===== config.mk =====
export PLATFORM = sky130hd
export DESIGN_NAME = ciw_core
export DESIGN_NICKNAME = d
export VERILOG_FILES = /design/src/common/ciw_pkg.sv /design/src/rtl/ciw_core.sv
export SDC_FILE = /design/constraint.sdc
export NUM_CORES = 1
export LEC_CHECK = 0
export ABC_CLOCK_PERIOD_IN_PS = 3200
export BUFFER_PORTS_ARGS = -buffer_cell sky130_fd_sc_hd__buf_2
export CAP_MARGIN = 40
export CELL_PAD_IN_SITES_DETAIL_PLACEMENT = 1
export CELL_PAD_IN_SITES_GLOBAL_PLACEMENT = 1
export CORE_MARGIN = 2
export CORE_UTILIZATION = 33
export DETAILED_ROUTE_END_ITERATION = 8
export HOLD_SLACK_MARGIN = 0.06
export PLACE_DENSITY = 0.72
export RECOVER_POWER = 25
export SYNTH_ARGS = -nofsm -noshare
export SYNTH_HDL_FRONTEND = slang
export SYNTH_SLANG_ARGS = --single-unit

===== constraint.sdc =====
create_clock -name ref_clk_i -period 3.2 [get_ports ref_clk_i]
set_clock_uncertainty 0.05 [all_clocks]
set_input_delay 0.48 -clock ref_clk_i [delete_from_list [all_inputs] [get_ports ref_clk_i]]
set_output_delay 0.48 -clock ref_clk_i [all_outputs]
set_load 0.005 [all_outputs]

===== src/common/ciw_pkg.sv =====
package ciw_pkg;
   localparam int unsigned PC_W     = 16;
   localparam int unsigned IRQ_W    = 8;
   localparam logic [15:0] PC_RST   = 16'h0000;
   localparam logic [15:0] PC_STEP  = 16'h0001;
   localparam logic [15:0] VEC_BASE = 16'h0002;
   localparam logic [15:0] VEC_NMI  = 16'h0024;

   typedef enum logic [2:0] {
      CIW_RUN   = 3'b001,
      CIW_IDLE  = 3'b010,
      CIW_WAKE  = 3'b100
   } ciw_state_e;

   typedef struct packed {
      logic        take;
      logic        nmi;
      logic [2:0]  num;
   } ciw_irq_s;
endpackage


===== src/rtl/ciw_core.sv =====
`timescale 1ns/1ps
module ciw_core #(
   parameter int unsigned IRQ_W = ciw_pkg::IRQ_W
) (
   input  wire logic              ref_clk_i,
   input  wire logic              rst_i,
   input  wire logic              halt_exec_i,
   input  wire logic              step_i,
   input  wire logic              global_interrupt_mask_i,
   input  wire logic [IRQ_W-1:0]  irq_pend_i,
   input  wire logic [IRQ_W-1:0]  irq_en_i,
   input  wire logic              nmi_i,
   output logic [15:0]            pc_o,
   output logic                   power_down_o,
   output logic                   halted_o,
   output logic                   irq_take_o,
   output logic [15:0]            irq_vec_o
);
   ciw_pkg::ciw_state_e state_q, state_d;
   logic [15:0]         pc_q, pc_d;
   logic                pd_q, pd_d;
   logic                take_q, take_d;
   logic [15:0]         vec_q, vec_d;
   logic [IRQ_W-1:0]    pend_s1_q, pend_s2_q;
   logic [IRQ_W-1:0]    pend_s1_d, pend_s2_d;
   logic                nmi_s1_q, nmi_s2_q, nmi_prev_q;
   logic                nmi_s1_d, nmi_s2_d, nmi_prev_d;
   logic [IRQ_W-1:0]    act;
   logic                any_act, nmi_edge;
   logic [2:0]          num;

   // Request synchronisers
   always_comb begin
      pend_s1_d  = irq_pend_i;
      pend_s2_d  = pend_s1_q;
      nmi_s1_d   = nmi_i;
      nmi_s2_d   = nmi_s1_q;
      nmi_prev_d = nmi_s2_q;
   end

   always_ff @(posedge ref_clk_i or posedge rst_i) begin
      if (rst_i) begin
         pend_s1_q  <= '0;
         pend_s2_q  <= '0;
         nmi_s1_q   <= 1'b0;
         nmi_s2_q   <= 1'b0;
         nmi_prev_q <= 1'b0;
      end else begin
         pend_s1_q  <= pend_s1_d;
         pend_s2_q  <= pend_s2_d;
         nmi_s1_q   <= nmi_s1_d;
         nmi_s2_q   <= nmi_s2_d;
         nmi_prev_q <= nmi_prev_d;
      end
   end

   always_comb begin
      act      = pend_s2_q & irq_en_i;
      any_act  = |act;
      nmi_edge = nmi_s2_q & ~nmi_prev_q;
      num      = '0;
      for (int i = IRQ_W - 1; i >= 0; i--) begin
         if (act[i]) begin
            num = 3'(i);
         end
      end
   end

   always_comb begin
      state_d = state_q;
      pc_d    = pc_q;
      pd_d    = pd_q;
      take_d  = 1'b0;
      vec_d   = vec_q;
      unique case (state_q)
         ciw_pkg::CIW_RUN: begin
            if (nmi_edge) begin
               take_d = 1'b1;
               vec_d  = ciw_pkg::VEC_NMI;
            end else if (any_act && !global_interrupt_mask_i) begin
               take_d = 1'b1;
               vec_d  = ciw_pkg::VEC_BASE + 16'(num);
            end else if (halt_exec_i) begin
               pc_d    = pc_q + ciw_pkg::PC_STEP;
               pd_d    = 1'b1;
               state_d = ciw_pkg::CIW_IDLE;
            end else if (step_i) begin
               pc_d = pc_q + ciw_pkg::PC_STEP;
            end
         end
         ciw_pkg::CIW_IDLE: begin
            if (nmi_edge || any_act) begin
               pd_d    = 1'b0;
               state_d = ciw_pkg::CIW_WAKE;
            end
         end
         ciw_pkg::CIW_WAKE: begin
            state_d = ciw_pkg::CIW_RUN;
            if (nmi_edge || nmi_s2_q) begin
               take_d = 1'b1;
               vec_d  = ciw_pkg::VEC_NMI;
            end else if (any_act && !global_interrupt_mask_i) begin
               take_d = 1'b1;
               vec_d  = ciw_pkg::VEC_BASE + 16'(num);
            end
         end
         default: begin
            state_d = ciw_pkg::CIW_RUN;
            pd_d    = 1'b0;
         end
      endcase
   end

   always_ff @(posedge ref_clk_i or posedge rst_i) begin
      if (rst_i) begin
         state_q <= ciw_pkg::CIW_RUN;
         pc_q    <= ciw_pkg::PC_RST;
         pd_q    <= 1'b0;
         take_q  <= 1'b0;
         vec_q   <= '0;
      end else begin
         state_q <= state_d;
         pc_q    <= pc_d;
         pd_q    <= pd_d;
         take_q  <= take_d;
         vec_q   <= vec_d;
      end
   end

   assign pc_o         = pc_q;
   assign power_down_o = pd_q;
   assign halted_o     = pd_q;
   assign irq_take_o   = take_q;
   assign irq_vec_o    = vec_q;
endmodule


==> metrics.txt <==
vias per inst=4.939; clock root cell=clkbuf_8; setup TNS=0 ns; Iteration-0 DRC Markers=43; kind of critical path=register to register; first-pass GRT wire length=about 7600 µm; Synth Flop Type=dfrtp_1; measured slew at the worst slew-check pin=~0.58 ns; top post-synthesis cells by area=dfrtp_1 61%, xnor2_1 6.2%, and2_4 3.9%; CP Launch Type=register; Total GRT Usage=12.89%; Routed Antenna Nets=0; number of port buffers=56; Buf/Inv on CP=1; RSZ-0062 raised after global routing=false; CTS buffer count=5; hpwl dp=3413 µm; Async SR Flop Fraction=100.0%; Final WS setup=1.217 ns; Die W=86.93 µm; most frequent cells after synthesis=55 x dfrtp_1, 16 x xnor2_1, 12 x nand2_1; DR DRC count=0; initial core utilization=33.78%; Wirelength per Cell=between 10 and 15 µm; largest net degree at the start of global routing=46; Cell Rows=30; Worst path slowest cell=o21ai_2; Final Hold Viols=0; Top-Level Pins=57; via count=1,551; latest clock arrival within the worst-skew pair=0.31 ns; layout cells sized above 1=between 30% and 40%; Die Ht=86.93 µm; sequential-to-total area share from yosys stat=between 60% and 70%; Worst Hold Class=primary input to register; Synth Instances=172; Tmin final=between 1.5 and 2 ns; synth unique cells=between 40 and 50; Final #Nets=~260; Slew Limit Fails=0; final WL=between 4000 and 5000 µm; Lkg Pwr=~1.3 nW; crit path DAT=~2.1 ns; CP Data Required Time=3.34 ns; Synth Net Count=196; Post-Syn Area=0.002270 mm²; # diodes=0; initial antenna violation count=0; # Max-Cap Violations=0; clk sink count=56; vias in the first global route=1,616; Yosys top cell area share=60.64%; pre-CTS setup slack=between 0.9 and 1 ns; synth-to-layout area growth=20.34%; Die ar.=0.007557 mm²; power per cell area=561.8 mW/mm²; final period utilization=61.98%; outcome=complete, no violations; Worst Path Max Fanout=14; biggest area consumer among synthesized cells=dfrtp_1; H-tree Lvls=2; clock tree from TritonCTS=done; Largest delay share family, worst path=compound AO/OA/AOI/OAI gates; CTS clock-pin slew for the worst setup and hold paths=0.10 ns; DR pass1 iterations=5; Avg Inst Size Synth=13.20 µm²; Synth Warn #=0; CP endpoint kind=register; Slew headroom=61.05%; #FFs+latches synth=56; maximum vdd drop=around 0.25 mV; Clock Tree Buf Depth=2; total gr overflow=0; CP peak stage delay=0.54 ns; EDFF count, synth=0; cts repair resizes=0; CP cell instances=a22oi_1, a41oi_1, o21ai_2, inv_1, a2bb2oi_2; Max Freq=~0.5 GHz; most frequent cell after synthesis=dfrtp_1; Final setup viols=0; RePlAce Congestion=a little under 0.8; Core Region=0.006719 mm²
[metal layers]
metal | global-route usage, % | vias to the layer above | wire (µm)
met1 | 16.94 | 774 | 2068
met2 | 21.30 | 48 | 2225
met5 | 0 | - | 0
li1 | - | 725 | -
met4 | 2.557 | 0 | 29
met3 | 3.791 | 4 | 248
[cell usage in the layout (no fill, tap or decap), types with 4 or more instances in the layout]
cell type / Yosys / layout
dfrtp_1: 55 / 55
xnor2_1: 16 / 16
buf_2: 0 / 53
and3_1: 5 / 5
nand4_1: 10 / 10
inv_1: 4 / 4
nand3_1: 7 / 7
nand2_1: 12 / 12
nor2_1: 5 / 5
and2_4: 10 / 10
clkbuf_8: 0 / 6
[area by class of cell]
class / instances / area, µm²
Inverter: 4 / 15.01
Sequential cell: 56 / 1403
Tap cell: 80 / 100.1
Multi-Input combinational cell: 108 / 818.3
Clock buffer: 6 / 82.58
Timing Repair Buffer: 58 / 294.0
Fill cell: 748 / 3988
Clock inverter: 2 / 18.77
[kinds of logic after synthesis]
family / share of synthesized area [%]
AND/OR/NAND/NOR: 19.63
flip-flops: 61.80
AO/OA/AOI/OAI: 8.490
XOR/XNOR: 6.174
buffers and inverters: 2.150
adder cells (fa/ha/maj): 1.102
multiplexers: 0.6613
[flip-flops by register name, indices dropped and copies added, names as in the netlist]
signal	count
nmi_prev_d	1
irq_take_o	1
nmi_s1_q	1
pc_o	16
irq_vec_o	16
pend_s2_q	8
nmi_prev_q	1
pend_s1_q	8
halted_o	1
state_q	3
[stage by stage]
| step | util (%) | hold slack [ns] | cells | cell area, µm² | power, mW |
|---|---|---|---|---|---|
| floorplan | - | 0.2812 | 172 | 2270 | 1.025 |
| global placement | 39.05 | 0.2811 | 305 | 2624 | 1.125 |
| detailed placement | 39.05 | 0.2858 | 305 | 2624 | 1.139 |
| CTS | 40.71 | 0.2033 | 314 | 2735 | 1.570 |
| global route | 40.65 | 0.1958 | 314 | 2731 | 1.631 |
| finish | 40.65 | 0.2190 | 314 | 2731 | 1.534 |
[where the power goes]
group / leakage (nW) / internal, mW / switching (mW)
clock: 0.0493 / 0.181 / 0.239
sequential: 0.711 / 0.778 / 0.0685
combinational: 0.550 / 0.132 / 0.136
[worst paths after layout]
| check | start | endpoint | slack (ns) | cells past startpoint |
|---|---|---|---|---|
| setup / recovery | pend_s2_q[4]$_DFF_PP0_ | irq_vec_o[2]$_DFFE_PP0P_ | 1.22 | 5 |
| hold / removal | irq_pend_i[6] | pend_s1_q[6]$_DFF_PP0_ | 0.22 | 1 |
| setup reg to reg | pend_s2_q[4]$_DFF_PP0_ | irq_vec_o[2]$_DFFE_PP0P_ | 1.22 | 5 |
| hold reg to reg | pend_s1_q[3]$_DFF_PP0_ | pend_s2_q[3]$_DFF_PP0_ | 0.31 | 0 |
| max in group asynchronous | rst_i | state_q[0]$_DFFE_PP1P_ | 1.51 | 4 |
| min in group asynchronous | rst_i | pc_o[15]$_DFFE_PP0P_ | 0.66 | 3 |
[repair_timing]
action / CTS / global route
endpoints found under the setup margin: 0 / 0
setup buffers: 0 / 0
hold buffers: 1 / 0
endpoints found under the hold margin: 11 / 0
Note: power is estimated with default switching activity, not from simulation.
